==> src/design/ftc_pkg.sv <==
package ftc_pkg;
   // ------------------------------------------------------------
   // register map (printed offsets are indices, byte address = 4x)
   // ------------------------------------------------------------
   localparam logic [7:0]  IDX_SPACE_AMP   = 8'h45;
   localparam logic [7:0]  IDX_SPACE_FREQ  = 8'h46;
   localparam logic [7:0]  IDX_MARK_AMP    = 8'h47;
   localparam logic [7:0]  IDX_MARK_FREQ   = 8'h48;
   localparam logic [7:0]  IDX_S2M_GAIN    = 8'h49;
   localparam logic [7:0]  IDX_M2S_GAIN    = 8'h4A;
   localparam logic [7:0]  IDX_CTRL        = 8'h50;
   localparam logic [7:0]  IDX_TONE_AMP    = 8'h51;
   localparam logic [7:0]  IDX_TONE_FREQ   = 8'h52;
   localparam logic [7:0]  IDX_STATUS      = 8'h53;
   // ------------------------------------------------------------
   // control register fields, reset values and gain format
   // ------------------------------------------------------------
   localparam int          CTRL_MODE_BIT   = 6;
   localparam int          CTRL_RELOAD_BIT = 7;
   localparam logic [15:0] COEFF_RESET     = 16'h0000;
   localparam logic [15:0] GAIN_UNITY      = 16'h4000;
   localparam int          GAIN_FRAC       = 14;

   // reload sent to the tone oscillator
   typedef struct packed {
      logic        valid;
      logic [15:0] amp;
      logic [15:0] freq;
   } ftc_load_t;

   typedef enum logic [2:0] {
      ST_IDLE  = 3'b001,
      ST_SCALE = 3'b010,
      ST_LOAD  = 3'b100
   } ftc_state_t;
endpackage

==> src/design/ftc_gain_mul.sv <==
`timescale 1ns/1ps
// ------------------------------------------------------------
// amplitude times gain factor, 2.14 fixed point, saturating
// ------------------------------------------------------------
module ftc_gain_mul (
   // operands
   input  wire logic [15:0] amp,
   input  wire logic [15:0] gain,
   // result
   output logic      [15:0] scaled
);
   import ftc_pkg::*;
   logic [31:0] prod;
   logic [17:0] shifted;
   // unsigned product, then drop the fraction bits
   assign prod    = amp * gain;
   assign shifted = prod[GAIN_FRAC+17:GAIN_FRAC];
   // clip rather than wrap so a large gain cannot flip the tone
   assign scaled  = (|shifted[17:16]) ? 16'hFFFF : shifted[15:0];
endmodule // ftc_gain_mul

==> src/design/ftc_core.sv <==
// Our own choice: the AHB-Lite register port.
`timescale 1ns/1ps
// How it works
// - symbol coefficients only when both enables set
// - space expiry loads space amplitude coefficient
// - space expiry loads space frequency coefficient
// - mark expiry loads mark amplitude coefficient
// - mark expiry loads mark frequency coefficient
// - space to mark scales amplitude by gain
// - mark to space scales amplitude by gain
module ftc_core (
   // clock and reset
   input  wire logic        clk_sys,
   input  wire logic        rst,
   // ahb-lite slave
   input  wire logic        hsel,
   input  wire logic [31:0] haddr,
   input  wire logic [1:0]  htrans,
   input  wire logic        hwrite,
   input  wire logic [2:0]  hsize,
   input  wire logic [31:0] hwdata,
   input  wire logic        hready,
   output logic      [31:0] hrdata,
   output logic             hreadyout,
   output logic             hresp,
   // oscillator side
   input  wire logic        timerExpire,
   input  wire logic        symbolBit,
   output ftc_pkg::ftc_load_t oscLoad
);
   import ftc_pkg::*;

   // ------------------------------------------------------------
   // registers
   // ------------------------------------------------------------
   logic [15:0] spaceAmp_q, spaceFreq_q, markAmp_q, markFreq_q;
   logic [15:0] s2mGain_q, m2sGain_q, toneAmp_q, toneFreq_q;
   logic        modeEn_q, reloadEn_q;
   logic        wrPend_q;
   logic [7:0]  wrIdx_q;
   logic [31:0] hrdata_q;
   logic        lastSym_q, haveSym_q;
   logic [15:0] loadCnt_q;
   ftc_state_t  state_q;
   ftc_load_t   load_q;
   logic [15:0] baseAmp_q, gainSel_q, freqSel_q;
   logic        useGain_q;

   // ------------------------------------------------------------
   // bus decode
   // ------------------------------------------------------------
   wire        addrPhase = hsel & hready & htrans[1];
   wire [7:0]  idx       = haddr[9:2];
   wire        rdReq     = addrPhase & ~hwrite;
   wire        wrReq     = addrPhase & hwrite;
   wire        enhanced  = modeEn_q & reloadEn_q;
   wire [15:0] ctrlWord  = 16'((32'(modeEn_q) << CTRL_MODE_BIT)
                              | (32'(reloadEn_q) << CTRL_RELOAD_BIT));
   wire [15:0] statWord  = {13'h0000, lastSym_q, haveSym_q, enhanced};
   logic [15:0] rdMux;
   always_comb begin
      case (idx)
         IDX_SPACE_AMP:  rdMux = spaceAmp_q;
         IDX_SPACE_FREQ: rdMux = spaceFreq_q;
         IDX_MARK_AMP:   rdMux = markAmp_q;
         IDX_MARK_FREQ:  rdMux = markFreq_q;
         IDX_S2M_GAIN:   rdMux = s2mGain_q;
         IDX_M2S_GAIN:   rdMux = m2sGain_q;
         IDX_CTRL:       rdMux = ctrlWord;
         IDX_TONE_AMP:   rdMux = toneAmp_q;
         IDX_TONE_FREQ:  rdMux = toneFreq_q;
         IDX_STATUS:     rdMux = statWord;
         default:        rdMux = 16'h0000; // unmapped reads zero
      endcase
   end

   // write address captured in the address phase, data in the next
   always_ff @(posedge clk_sys or posedge rst) begin
      if (rst) begin
         wrPend_q <= 1'b0;
         wrIdx_q  <= 8'h00;
         hrdata_q <= 32'h0000_0000;
      end else begin
         wrPend_q <= wrReq;
         if (wrReq) wrIdx_q <= idx;
         if (rdReq) hrdata_q <= {16'h0000, rdMux};
      end
   end

   // register writes; unmapped writes are dropped
   always_ff @(posedge clk_sys or posedge rst) begin
      if (rst) begin
         spaceAmp_q  <= COEFF_RESET;
         spaceFreq_q <= COEFF_RESET;
         markAmp_q   <= COEFF_RESET;
         markFreq_q  <= COEFF_RESET;
         s2mGain_q   <= GAIN_UNITY;
         m2sGain_q   <= GAIN_UNITY;
         toneAmp_q   <= COEFF_RESET;
         toneFreq_q  <= COEFF_RESET;
         modeEn_q    <= 1'b0;
         reloadEn_q  <= 1'b0;
      end else if (wrPend_q) begin
         case (wrIdx_q)
            IDX_SPACE_AMP:  spaceAmp_q  <= hwdata[15:0];
            IDX_SPACE_FREQ: spaceFreq_q <= hwdata[15:0];
            IDX_MARK_AMP:   markAmp_q   <= hwdata[15:0];
            IDX_MARK_FREQ:  markFreq_q  <= hwdata[15:0];
            IDX_S2M_GAIN:   s2mGain_q   <= hwdata[15:0];
            IDX_M2S_GAIN:   m2sGain_q   <= hwdata[15:0];
            IDX_TONE_AMP:   toneAmp_q   <= hwdata[15:0];
            IDX_TONE_FREQ:  toneFreq_q  <= hwdata[15:0];
            IDX_CTRL: begin
               modeEn_q   <= hwdata[CTRL_MODE_BIT];
               reloadEn_q <= hwdata[CTRL_RELOAD_BIT];
            end
            default: ;
         endcase
      end
   end

   // ------------------------------------------------------------
   // reload selection on timer expiry
   // ------------------------------------------------------------
   wire        isMark   = symbolBit;
   wire        toMark   = haveSym_q & ~lastSym_q & isMark;
   wire        toSpace  = haveSym_q & lastSym_q & ~isMark;
   wire [15:0] symAmp   = isMark ? markAmp_q : spaceAmp_q;
   wire [15:0] symFreq  = isMark ? markFreq_q : spaceFreq_q;
   wire [15:0] selAmp   = enhanced ? symAmp : toneAmp_q;
   wire [15:0] selFreq  = enhanced ? symFreq : toneFreq_q;
   wire [15:0] selGain  = toMark ? s2mGain_q : m2sGain_q;
   wire        selUse   = enhanced & (toMark | toSpace);
   wire [15:0] scaledAmp;

   ftc_gain_mul u_mul (
      .amp    (baseAmp_q),
      .gain   (gainSel_q),
      .scaled (scaledAmp)
   );

   // expiry captured in one cycle, scaled and presented in the next;
   // an expiry during the scale cycle is not accepted
   always_ff @(posedge clk_sys or posedge rst) begin
      if (rst) begin
         state_q   <= ST_IDLE;
         load_q    <= '0;
         baseAmp_q <= 16'h0000;
         gainSel_q <= GAIN_UNITY;
         freqSel_q <= 16'h0000;
         useGain_q <= 1'b0;
         lastSym_q <= 1'b0;
         haveSym_q <= 1'b0;
         loadCnt_q <= 16'h0000;
      end else begin
         load_q.valid <= 1'b0;
         case (state_q)
            ST_IDLE: begin
               if (timerExpire) begin
                  baseAmp_q <= selAmp;
                  freqSel_q <= selFreq;
                  gainSel_q <= selGain;
                  useGain_q <= selUse;
                  lastSym_q <= isMark;
                  haveSym_q <= enhanced;
                  state_q   <= ST_SCALE;
               end
            end
            ST_SCALE: begin
               load_q.valid <= 1'b1;
               load_q.amp   <= useGain_q ? scaledAmp : baseAmp_q;
               load_q.freq  <= freqSel_q;
               loadCnt_q    <= loadCnt_q + 16'h0001;
               state_q      <= ST_IDLE;
            end
            default: state_q <= ST_IDLE;
         endcase
      end
   end

   // ------------------------------------------------------------
   // outputs
   // ------------------------------------------------------------
   assign oscLoad   = load_q;
   assign hrdata    = hrdata_q;
   assign hreadyout = 1'b1;  // zero wait states, constant ready
   assign hresp     = 1'b0;  // always okay

   // ------------------------------------------------------------
   // checks
   // ------------------------------------------------------------
   logic        prevEn_q, prevMark_q, prevHave_q;
   logic [15:0] pSA_q, pSF_q, pMA_q, pMF_q, pTA_q, pTF_q;
   always_ff @(posedge clk_sys or posedge rst) begin
      if (rst) begin
         prevEn_q <= 1'b0; prevMark_q <= 1'b0; prevHave_q <= 1'b0;
         pSA_q <= 16'h0000; pSF_q <= 16'h0000; pMA_q <= 16'h0000;
         pMF_q <= 16'h0000; pTA_q <= 16'h0000; pTF_q <= 16'h0000;
      end else if (state_q == ST_IDLE && timerExpire) begin
         prevEn_q <= enhanced; prevMark_q <= isMark;
         prevHave_q <= toMark | toSpace;
         pSA_q <= spaceAmp_q; pSF_q <= spaceFreq_q; pMA_q <= markAmp_q;
         pMF_q <= markFreq_q; pTA_q <= toneAmp_q; pTF_q <= toneFreq_q;
      end
   end

   load_follows_a: assert property (@(posedge clk_sys) disable iff (rst)
      (state_q == ST_IDLE && timerExpire) |-> ##2 oscLoad.valid)
      else $error("reload not issued two cycles after expiry");
   space_amp_a: assert property (@(posedge clk_sys) disable iff (rst)
      $rose(oscLoad.valid) && prevEn_q && !prevMark_q && !prevHave_q
      |-> oscLoad.amp == pSA_q) else $error("space amplitude wrong");
   space_freq_a: assert property (@(posedge clk_sys) disable iff (rst)
      oscLoad.valid && prevEn_q && !prevMark_q |-> oscLoad.freq == pSF_q)
      else $error("space frequency wrong");
   mark_amp_a: assert property (@(posedge clk_sys) disable iff (rst)
      oscLoad.valid && prevEn_q && prevMark_q && !prevHave_q
      |-> oscLoad.amp == pMA_q) else $error("mark amplitude wrong");
   mark_freq_a: assert property (@(posedge clk_sys) disable iff (rst)
      oscLoad.valid && prevEn_q && prevMark_q |-> oscLoad.freq == pMF_q)
      else $error("mark frequency wrong");
   rise_gain_a: assert property (@(posedge clk_sys) disable iff (rst)
      (state_q == ST_IDLE && timerExpire && enhanced && toMark)
      |=> useGain_q && gainSel_q == s2mGain_q) else $error("rise gain unused");
   fall_gain_a: assert property (@(posedge clk_sys) disable iff (rst)
      (state_q == ST_IDLE && timerExpire && enhanced && toSpace)
      |=> useGain_q && gainSel_q == m2sGain_q) else $error("fall gain unused");
   plain_load_a: assert property (@(posedge clk_sys) disable iff (rst)
      oscLoad.valid && !prevEn_q |-> oscLoad.amp == pTA_q && oscLoad.freq == pTF_q)
      else $error("ordinary reload wrong");
   zero_wait_a: assert property (@(posedge clk_sys) disable iff (rst)
      hreadyout && !hresp) else $error("bus not ready or error");

   enh_cov: cover property (@(posedge clk_sys) disable iff (rst)
      oscLoad.valid && prevEn_q);
   rise_cov: cover property (@(posedge clk_sys) disable iff (rst)
      state_q == ST_SCALE && useGain_q && lastSym_q);
   fall_cov: cover property (@(posedge clk_sys) disable iff (rst)
      state_q == ST_SCALE && useGain_q && !lastSym_q);
   plain_cov: cover property (@(posedge clk_sys) disable iff (rst)
      oscLoad.valid && !prevEn_q);
   steady_cov: cover property (@(posedge clk_sys) disable iff (rst)
      oscLoad.valid && prevEn_q && !prevHave_q);

   // ------------------------------------------------------------
   // reference for the scaled amplitude checks
   // ------------------------------------------------------------
   // the gain is captured from the raw registers, so a broken select
   // in the datapath shows up here; the symbol history is shared with it
   logic [15:0] pGain_q;
   logic [31:0] refProd;
   logic [15:0] refBase;
   logic [15:0] refAmp;
   always_ff @(posedge clk_sys or posedge rst) begin
      if (rst) begin
         pGain_q <= GAIN_UNITY;
      end else if (state_q == ST_IDLE && timerExpire) begin
         pGain_q <= isMark ? s2mGain_q : m2sGain_q;
      end
   end
   assign refBase = prevMark_q ? pMA_q : pSA_q;
   assign refProd = refBase * pGain_q;
   // saturate like the multiplier, so a clipped load is still expected
   assign refAmp  = (|refProd[31:30]) ? 16'hFFFF : refProd[29:14];

   rise_amp_a: assert property (@(posedge clk_sys) disable iff (rst)
      oscLoad.valid && prevEn_q && prevMark_q && prevHave_q
      |-> oscLoad.amp == refAmp) else $error("rise amplitude not scaled");
   fall_amp_a: assert property (@(posedge clk_sys) disable iff (rst)
      oscLoad.valid && prevEn_q && !prevMark_q && prevHave_q
      |-> oscLoad.amp == refAmp) else $error("fall amplitude not scaled");
   plain_nogain_a: assert property (@(posedge clk_sys) disable iff (rst)
      (state_q == ST_IDLE && timerExpire && !enhanced) |=> !useGain_q)
      else $error("gain applied outside enhanced mode");
   hist_clear_a: assert property (@(posedge clk_sys) disable iff (rst)
      (state_q == ST_IDLE && timerExpire && !enhanced) |=> !haveSym_q)
      else $error("symbol history kept while disabled");
   valid_pulse_a: assert property (@(posedge clk_sys) disable iff (rst)
      oscLoad.valid |=> !oscLoad.valid)
      else $error("reload strobe longer than one cycle");
   busy_drop_a: assert property (@(posedge clk_sys) disable iff (rst)
      state_q == ST_SCALE |=> state_q == ST_IDLE)
      else $error("scale cycle did not return to idle");
   load_hold_a: assert property (@(posedge clk_sys) disable iff (rst)
      !oscLoad.valid |-> $stable(oscLoad.amp) && $stable(oscLoad.freq))
      else $error("reload value moved without strobe");
   ctrl_commit_a: assert property (@(posedge clk_sys) disable iff (rst)
      wrPend_q && wrIdx_q == IDX_CTRL
      |=> modeEn_q == $past(hwdata[CTRL_MODE_BIT])
          && reloadEn_q == $past(hwdata[CTRL_RELOAD_BIT]))
      else $error("control write not committed");
   space_commit_a: assert property (@(posedge clk_sys) disable iff (rst)
      wrPend_q && wrIdx_q == IDX_SPACE_AMP
      |=> spaceAmp_q == $past(hwdata[15:0]))
      else $error("space amplitude write not committed");
   mark_commit_a: assert property (@(posedge clk_sys) disable iff (rst)
      wrPend_q && wrIdx_q == IDX_MARK_AMP
      |=> markAmp_q == $past(hwdata[15:0]))
      else $error("mark amplitude write not committed");
   rd_upper_a: assert property (@(posedge clk_sys) disable iff (rst)
      hrdata[31:16] == 16'h0000) else $error("read data upper half not zero");
endmodule // ftc_core

==> config.mk <==
export PLATFORM = sky130hd
export DESIGN_NAME = ftc_core
export DESIGN_NICKNAME = d
export VERILOG_FILES = /design/src/design/ftc_pkg.sv /design/src/design/ftc_gain_mul.sv /design/src/design/ftc_core.sv
export SDC_FILE = /design/constraint.sdc
export NUM_CORES = 1
export LEC_CHECK = 0
export ABC_CLOCK_PERIOD_IN_PS = 13200
export BUFFER_PORTS_ARGS = -buffer_cell sky130_fd_sc_hd__buf_2
export CORE_MARGIN = 8
export CORE_UTILIZATION = 40
export CTS_CLUSTER_DIAMETER = 60
export CTS_CLUSTER_SIZE = 16
export DETAILED_ROUTE_END_ITERATION = 7
export REMOVE_ABC_BUFFERS = 1
export SLEW_MARGIN = 20
export SYNTH_ARGS = -nofsm -noshare
export SYNTH_HDL_FRONTEND = slang
export SYNTH_SLANG_ARGS = --single-unit
==> constraint.sdc <==
create_clock -name clk_sys -period 13.2 [get_ports clk_sys]
set_clock_uncertainty 0.05 [all_clocks]
set_input_delay 3.96 -clock clk_sys [delete_from_list [all_inputs] [get_ports clk_sys]]
set_output_delay 3.96 -clock clk_sys [all_outputs]
set_load 0.02 [all_outputs]
# ---- Yosys cells after proc, flatten, opt, wreduce, memory -nomap -nowiden
# Index checks and enable logic that the tools add are counted.
dict set report totals {
  romBits 0
  wordCells 83
  reg_bits 242
  n_memories 0
  ram_bits 0
  inputBits 76
  latch_bits 0
}
dict set report op_classes {
  magnitude_cmp 0
  n_div 0
  add_sub_neg 0
  eq_ne 22
  bitwise_logic 15
  mul 1
  reduce_logical 11
  n_shift 0
  n_mux 11
}
# operator count
set ops {}
lappend ops {{case mux 16 bit (10 select lines)} 1}
lappend ops {{== test 8 x 7 -> 1 bit (second input constant)} 19}
lappend ops {{2-to-1 mux 16 bit} 7}
lappend ops {{2-to-1 mux 33 bit} 1}
lappend ops {{multiplier 16 x 16 -> 32 bit} 1}
lappend ops {{AND reduction 2 bit} 10}
lappend ops {{AND 1 bit} 10}
lappend ops {{bitwise OR 7 x 8 -> 8 bit} 1}
lappend ops {{2-to-1 mux 3 bit} 2}
lappend ops {{== test 3 x 1 -> 1 bit (second input constant)} 1}
lappend ops {{== test 3 x 2 -> 1 bit (second input constant)} 1}
lappend ops {{inverter 1 bit} 3}
lappend ops {{!= test 2 bit (second input constant)} 1}
lappend ops {{OR reduction 2 bit} 1}
lappend ops {{bitwise OR 1 bit} 1}

# ---- Depth between registers and ports, before layout
# Gate-level depths: netlist of the first run.
dict set report depth {
  depth_word 5
  depth_mapped 25
  ltp_nobuf 21
}

# ---- By module
# Synthesis of the first run repeated with hierarchy kept, for this count alone.
dict set report hier_totals {
  cells_unflattened 1952
  area_unflattened_um2 19592.5
}
# mod instances area_per_inst_um2 seq_area_each_um2 cells_each
set modules_own_cells {}
lappend modules_own_cells {ftc_core 1 11197.0 6035.8 983}
lappend modules_own_cells {ftc_gain_mul 1 8395.6 0.0 969}

# ---- Worst setup path before layout of the first run
# Ideal clock, no wire load.
dict set report synth_timing {
  path_type {register -> register}
  startpoint {register baseAmp_q[9]}
  endpoint {register load_q, in the netlist oscLoad[16]}
  path_slack_ns 6.927
  setup_time_ns 0.077
  stages_incl_launch_ff 23
  t_arrival_ns 6.147
  n_path_buf 3
  period_less_slack_ns 6.273
  cell_sequence {dfrtp_1 -> clkbuf_1 -> clkbuf_1 -> nand2_1 -> fa_1 -> inv_1 -> fa_1 -> fa_1 -> fa_1 -> fa_1 -> inv_1 -> fa_1 -> inv_1 -> ha_1 -> a211oi_1 -> o21bai_1 -> o2111ai_1 -> a32o_1 -> or3_1 -> a211oi_4 -> buf_2 -> o32ai_1 -> o21ai_1}
}
dict set report synth_via {
  elab_chain_cells 4
}
# element line
set synth_rtl {}
lappend synth_rtl {{start: declaration} ftc_core.sv:46} ;# logic [15:0] baseAmp_q, gainSel_q, freqSel_q;
lappend synth_rtl {{start signal: assignment} ftc_core.sv:160} ;# baseAmp_q <= selAmp;
lappend synth_rtl {{multiplier 16 x 16 -> 32 bit *} ftc_gain_mul.sv:16} ;# assign prod = amp * gain;
lappend synth_rtl {{OR reduction 2 bit} ftc_gain_mul.sv:19} ;# assign scaled = (|shifted[17:16]) ? 16'hFFFF : shifted[15:0];
lappend synth_rtl {{2-to-1 mux 16 bit *} ftc_gain_mul.sv:19}
lappend synth_rtl {{2-to-1 mux 16 bit *} ftc_core.sv:171} ;# load_q.amp <= useGain_q ? scaledAmp : baseAmp_q;
lappend synth_rtl {{end: declaration} ftc_core.sv:45} ;# ftc_load_t load_q;
# Every way passes the cells marked *; elsewhere a longest branch is shown, timed or not.
# A chain may end at the register's enable or synchronous reset.

# ---- Worst setup path after layout of the first run
dict set report layout_timing {
  startpoint {register baseAmp_q[10]}
  endpoint {register load_q, in the netlist oscLoad[23]}
}
# Same word-level chain as after synthesis.

==> results of run 1 <==
==> Yosys cell counts, types with 3 or more instances <==
cell type / count / area [sq um]
nand2_1: 318 / 1190
dfrtp_1: 237 / 5930
inv_1: 221 / 830
fa_1: 193 / 3860
mux2_2: 145 / 1630
and2_1: 123 / 769
ha_1: 101 / 1260
clkbuf_1: 98 / 368
a21oi_1: 81 / 405
o21ai_0: 80 / 400
nor2_1: 74 / 278
mux2i_1: 67 / 671
o21ai_1: 27 / 135
buf_4: 19 / 143
o22ai_1: 16 / 100
nand3_1: 15 / 75.1
a22oi_1: 14 / 105
o32ai_1: 12 / 105
a221oi_1: 11 / 96.3
buf_1: 11 / 41.3
xnor2_1: 10 / 87.6
nor3_1: 9 / 45.0
nand2b_1: 8 / 50.1
nand3b_1: 8 / 60.1
nand4_1: 8 / 50.1
a211oi_1: 7 / 52.6
nor2b_1: 7 / 43.8
a21o_1: 6 / 45.0
xor2_1: 6 / 52.6
and3_1: 4 / 25.0
dfstp_2: 4 / 105
a31oi_1: 3 / 18.8
o21a_1: 3 / 22.5
o21bai_1: 3 / 22.5
o31ai_1: 3 / 22.5
or3_1: 3 / 18.8
==> final cells by class <==
cell class / count / share of cell area (%)
Inverter: 222 / 3.97
Multi-Input combinational cell: 1414 / 57.4
Clock buffer: 31 / 3.06
Sequential cell: 241 / 28.5
Timing Repair Buffer: 102 / 2.71
Clock inverter: 12 / 0.686
Tap cell: 622 / 3.68
==> sequential cells by signal (all words and copies together) (netlist names) <==
| signal | cells |
|---|---|
| gainSel_q | 16 |
| state_q | 2 |
| haveSym_q | 1 |
| wrPend_q | 1 |
| markFreq_q | 16 |
| oscLoad | 33 |
| reloadEn_q | 1 |
| freqSel_q | 16 |
| baseAmp_q | 16 |
| spaceAmp_q | 16 |
| spaceFreq_q | 16 |
| wrIdx_q | 8 |
| modeEn_q | 1 |
| useGain_q | 1 |
| toneFreq_q | 16 |
| m2sGain_q | 16 |
| toneAmp_q | 16 |
| markAmp_q | 16 |
| lastSym_q | 1 |
| hrdata | 16 |
| s2mGain_q | 16 |
==> metrics by stage <==
| step | cells | power, uW | setup WS, ns |
|---|---|---|---|
| 2_1_floorplan | 1877 | 998 | 2.58 |
| 3_3_place_gp | 2600 | 1110 | 5.74 |
| 3_5_place_dp | 2600 | 1120 | 5.69 |
| 4_1_cts | 2643 | 1820 | 5.66 |
| 5_1_grt | 2644 | 1890 | 5.26 |
| 6_report | 2644 | 1810 | 5.72 |
==> per-layer routing <==
layer  global-route usage [%]  up-vias
li1                         -     6518
met1                     23.9     7175
met2                     31.6      348
met3                     3.20       84
met4                     4.59        2
met5                        0        -
==> worst max-delay path by stage <==
stage	startpoint	end	slack, ns	cells after the start
after CTS	baseAmp_q[11]$_DFFE_PP0P_	oscLoad[23]$_DFFE_PP0P_	5.66	19
after global placement	baseAmp_q[11]$_DFFE_PP0P_	oscLoad[23]$_DFFE_PP0P_	5.74	19
after global routing	baseAmp_q[10]$_DFFE_PP0P_	oscLoad[23]$_DFFE_PP0P_	5.26	19
after floorplan	rst	baseAmp_q[0]$_DFFE_PP0P_	2.58	1
after detailed placement	baseAmp_q[11]$_DFFE_PP0P_	oscLoad[23]$_DFFE_PP0P_	5.69	19
final	baseAmp_q[10]$_DFFE_PP0P_	oscLoad[23]$_DFFE_PP0P_	5.72	19
==> power groups by stage <==
stage	Sequential (uW)	Combinational (uW)	Clock, uW
global route	873	273	745
floorplan	838	159	0
global placement	875	236	0
CTS	864	243	717
finish	865	239	701
detailed placement	878	241	0
==> worst min-delay path: stages (launching register included) <==
cell and delay [ns]:
dfrtp_1 0.34, nand2_1 0.05, nand2_1 0.05
==> kinds of logic (layout without fill, tap and decap cells) <==
logic type | after synthesis | count (layout) | synth area share [%]
simple gates | 590 | 590 | 14.1
buf+inv | 352 | 367 | 7.16
fa+ha+maj | 294 | 294 | 26.3
compound gates | 284 | 284 | 8.94
flops | 241 | 241 | 31.0
mux | 212 | 212 | 11.8
xor+xnor | 16 | 16 | 0.719
other cells | 2 | 18 | 0.0385
==> out/qor.yml, run 1 <==
hold_buffers: 0
powerDensity_mw_per_mm2: 85.3
status: "completed"
start_util_pct: 40.1
antenna-diode-count: 0
final_cell_mix: "nand2_1, dfrtp_1, inv_1, fa_1, mux2_2"
critPathSlowestCell: "dfrtp_1"
fp.dieW_um: 237
switchingPower_uw: 562
p_leak_uw: 0.0104
slew_viol_final: 0
grt_pass1_vias: 15200
setup_viol: 0
nets: 2375
min_path_cells: 2
path_cells: "nand2_1 -> fa_1 -> fa_1 -> fa_1 -> inv_1 -> fa_1 -> fa_1 -> inv_1 -> fa_1 -> inv_1 -> ha_1 -> nand3_1 -> o32ai_1 -> a211oi_4 -> o221ai_2 -> nor4_2 -> nor4_4 -> o32ai_1 -> o21ai_1"
ant_nets: 0
wl_per_cell_um: 19.3
highest_layer: "met5"
ys_seq_elements: 241
synth-seq-area-share_pct: 31.0
drc: 0
rsz0062_at_grt: "false"
syn-cell-area_sq_mm: 0.0195
yosysWarnings: 0
ioPinCount: 143
worst-path-buf-inv: 3
internal_power_uw: 1240
cts-root-buf: "clkbuf_16"
synth_edf_count: 0
dieArea_sq_mm: 0.0560
holdPathEnd: "oscLoad[4]$_DFFE_PP0P_"
dieHeight_um: 237
antenna_found_initial: 1
first_iter_violations: 743
stdcell_area_sq_mm: 0.0212
met3_wirelength_um: 2640
cts.sinks: 241
grtUsageTotal_pct: 18.4
dr_wl_met2_um: 24500
gp_congestion: 0.859
cap_viol_max_count: 0
portBuffers: 80
tightest_slew_ns: 1.09
clock.fmax_ghz: 0.134
r2r_end: "oscLoad[23]$_DFFE_PP0P_"
drt-met1-wl_um: 22700
r2r_slack_ns: 5.72
arrival_ns: 7.89
avgViaCountPerCell: 5.34
synth_ff_type: "dfrtp_1"
h-tree-depth: 1
crit_path_frequent_cell: "fa_1"
worstSetupStartpointType: "register"
hp-start: "freqSel_q[4]$_DFFE_PP0P_"
required_ns: 13.60
finalWirelength_um: 51100
synth_cell_types: 65
hold_class: "reg -> reg"
cts_made_buffers: 24
slowest_delay_ns: 0.94
reg2reg_depth: 19
endpoint_kind: "register"
rr_startpoint: "baseAmp_q[10]$_DFFE_PP0P_"
finalCritPeriodShare_pct: 56.7
clk_latency_ns: 0.55
final_common_cell: "nand2_1"
avgSynthCellArea_sq_um: 9.79
finalSetupTns_ns: 0
grt_first_pass_wirelength_um: 83500
clk_path_buf_depth: 3
coreArea_sq_mm: 0.0485
cts_tree: "built"
post_cts_buffers: 0
combPwrFrac_pct: 13.3
syn2layout_area_growth_pct: 8.59
final_util_pct: 43.6
clock_power_share_pct: 38.8
switching_share_pct: 31.1
placed_cell_area_sq_mm: 0.0204
multi_input_comb_area_sq_mm: 0.0121
fin_hold_ws_ns: 0.419
async_reset_ff_share_pct: 100
cts_resized: 0
critPathTopFamily: "adder cells"
cp_max_fo: 18
hpwl_um: 35600
syn_inst: 1991
hold_viol: 0
slew_headroom_pct: 27.0
overflow: 0
cts.clk_slew.worst_paths_ns: 0.07
drive_gt1_share_pct: 15.1
n_fill_cell: 4728
seqCellArea_sq_mm: 0.00604
drtPass1Iterations: 5
placementRows: 81
period_needed_ns: 7.48
seqPwrFrac_pct: 47.9
vias: 14100
irDropWorstVdd_mv: 0.0765
grt_max_degree: 104
path_class: "reg -> reg"
Power figures use the tool's default switching activity.
==> inputs of run 2 (changes only) <==
ABC_CLOCK_PERIOD_IN_PS = 6600   (was 13200)
clock period = 6.6 ns   (was 13.2 ns; I/O delays follow)
==> run 2 against run 1 <==
Net effect: setup slack worse by 5.6 ns; sequential share of layout area decreased by 0.66 points; critical endpoint is now oscLoad[24]$_DFFE_PP0P_; total power is 95% higher; critical path depth increased by 2; cell count up 2.5%; worst hold slack got worse by 0.0052 ns; register-to-register slack worse by 5.6 ns; sequential cell count is the same; highest routed layer unchanged; fmax up 15%; via count is 1.9% higher; critical path type unchanged.
==> out/qor.yml, run 2 (synthesis results as in run 1) <==
status: "completed"
finalCritPeriodShare_pct: 98.4  # +42 points
required_ns: 6.95  # -6.65 ns
p_leak_uw: 0.0108  # +3.3%
drive_gt1_share_pct: 19.4  # +4.3 points
cap_viol_max_count: 0  # unchanged
irDropWorstVdd_mv: 0.191  # +150%
nets: 2448  # +3.1%
drtPass1Iterations: 5  # unchanged
h-tree-depth: 1  # unchanged
cts_made_buffers: 22  # -8.3%
hold_viol: 0  # unchanged
clk_path_buf_depth: 3  # unchanged
arrival_ns: 6.84  # -1.05 ns
path_class: "reg -> reg"
hpwl_um: 37600  # +5.7%
grt_first_pass_wirelength_um: 83000  # -0.59%
stdcell_area_sq_mm: 0.0217  # +2.7%
grt_max_degree: 134  # +29%
ant_nets: 0  # unchanged
hold_class: "reg -> reg"
tightest_slew_ns: 1.12  # +0.0297 ns
cp_max_fo: 11  # -7
hold_buffers: 0  # unchanged
cts_tree: "built"
cts.clk_slew.worst_paths_ns: 0.07  # about the same
slew_headroom_pct: 25.0  # -2.0 points
gp_congestion: 0.870  # +1.3%
grt_pass1_vias: 14900  # -2.0%
cts-root-buf: "clkbuf_16"
dp_slack_ns: 0.0383  # -5.66 ns
placed_cell_area_sq_mm: 0.0208  # +2.3%
coreArea_sq_mm: 0.0485  # unchanged
avgViaCountPerCell: 5.31  # -0.61%
drc: 0  # unchanged
grtUsageTotal_pct: 18.3  # -0.098 points
fin_ws_ns: 0.107  # -5.61 ns
first_iter_violations: 950  # +28%
dp.cells: 2663  # +2.4%
start_util_pct: 40.1  # unchanged
worstSetupStartpointType: "register"
powerDensity_mw_per_mm2: 162  # +90%
setup_viol: 0  # unchanged
fp.dieW_um: 237  # unchanged
dieArea_sq_mm: 0.0560  # unchanged
slew_viol_final: 0  # unchanged
portBuffers: 80  # unchanged
vias: 14400  # +1.9%
antenna_found_initial: 2  # +1
overflow: 0  # unchanged
clk_latency_ns: 0.54  # about the same
r2r_slack_ns: 0.11  # -5.61 ns
endpoint_kind: "register"
syn2layout_area_growth_pct: 11.5
wl_per_cell_um: 19.1  # -1.3%
ioPinCount: 143  # unchanged
finalNonFillerCells: 2711  # +2.5%
fin_hold_ws_ns: 0.413  # -0.00517 ns
final_util_pct: 44.8  # +1.2 points
finalWirelength_um: 51700  # +1.3%
dieHeight_um: 237  # unchanged
largest_reg_flops: 33  # unchanged
clock.fmax_ghz: 0.154  # +15%
placementRows: 81  # unchanged
cts.sinks: 241  # unchanged
final_common_cell: "nand2_1"
period_needed_ns: 6.49  # -0.991 ns
final_cell_mix: "nand2_1, inv_1, dfrtp_1, fa_1, mux2_2"
run 2: cell count changes in the layout (fill, tap and decap cells not counted), moves of 3 or more:
cell,change
buf_4,+72
dfrtp_1,-17
dfrtp_2,+17
clkbuf_1,-6
o32ai_1,-5
o32ai_2,+5
clkbuf_16,-3
run 2: area by class of cell:
class                   count  area [sq um]
fillers                  4661         26800
multi-input cells        1414         12200
flip-flops and latches    241          6060
repair buffers            177          1150
inverters                 222           841
well taps                 622           778
clock buffers              23           564
clock inverters            11           121
diodes                      1          2.50
run 2: metal layers:
metal | routed length (um) | track usage (%) | vias to the layer above | part of all wire, %
li1 | - | - | 6647 | -
met1 | 22800 | 24.4 | 7252 | 44
met2 | 24700 | 30.6 | 421 | 48
met3 | 3170 | 3.24 | 75 | 6.1
met4 | 1010 | 4.34 | 2 | 2.0
met5 | 15 | 0 | - | 0.029
run 2: stage by stage:
stage / setup TNS, ns / power (uW)
4_1_cts: 0 / 3550
5_1_grt: -0.232 / 3690
2_1_floorplan: -484.11 / 2000
3_3_place_gp: 0 / 2250
3_5_place_dp: 0 / 2270
6_report: 0 / 3520
run 2: path summary, 6_finish.rpt:
| path | start | end | cells after the start |
|---|---|---|---|
| min reg2reg | freqSel_q[4]$_DFFE_PP0P_ | oscLoad[4]$_DFFE_PP0P_ | 2 |
| max | baseAmp_q[13]$_DFFE_PP0P_ | oscLoad[24]$_DFFE_PP0P_ | 21 |
| min | freqSel_q[4]$_DFFE_PP0P_ | oscLoad[4]$_DFFE_PP0P_ | 2 |
| max reg2reg | baseAmp_q[13]$_DFFE_PP0P_ | oscLoad[24]$_DFFE_PP0P_ | 21 |
| min in group asynchronous | rst | hrdata[7]$_DFFE_PP0P_ | 2 |
| max in group asynchronous | rst | gainSel_q[8]$_DFFE_PP0P_ | 3 |
run 2: timing repair:
action	CTS	global route
endpoints found under the setup margin	1	16
gates resized for setup	1	33
buffers inserted	0	13
pin swaps	0	6
run 2: where the power goes:
group | leakage [uW] | switching (uW) | internal (uW)
Sequential | 0.00317 | 103 | 1550
Combinational | 0.00726 | 371 | 225
Clock | 0.000337 | 602 | 670
run 2: worst max-delay path: stages, from the launching register on:
cell	delay, ns
dfrtp_1	0.50
buf_4	0.25
and2_1	0.18
fa_1	0.52
fa_1	0.54
inv_1	0.06
fa_1	0.47
inv_1	0.05
fa_1	0.45
fa_1	0.38
ha_1	0.31
ha_1	0.37
a21oi_1	0.13
o21ai_0	0.33
a211oi_1	0.12
o21ai_0	0.48
mux2i_1	0.37
a211oi_4	0.05
buf_6	0.14
o32ai_1	0.36
buf_4	0.17
o21ai_1	0.05
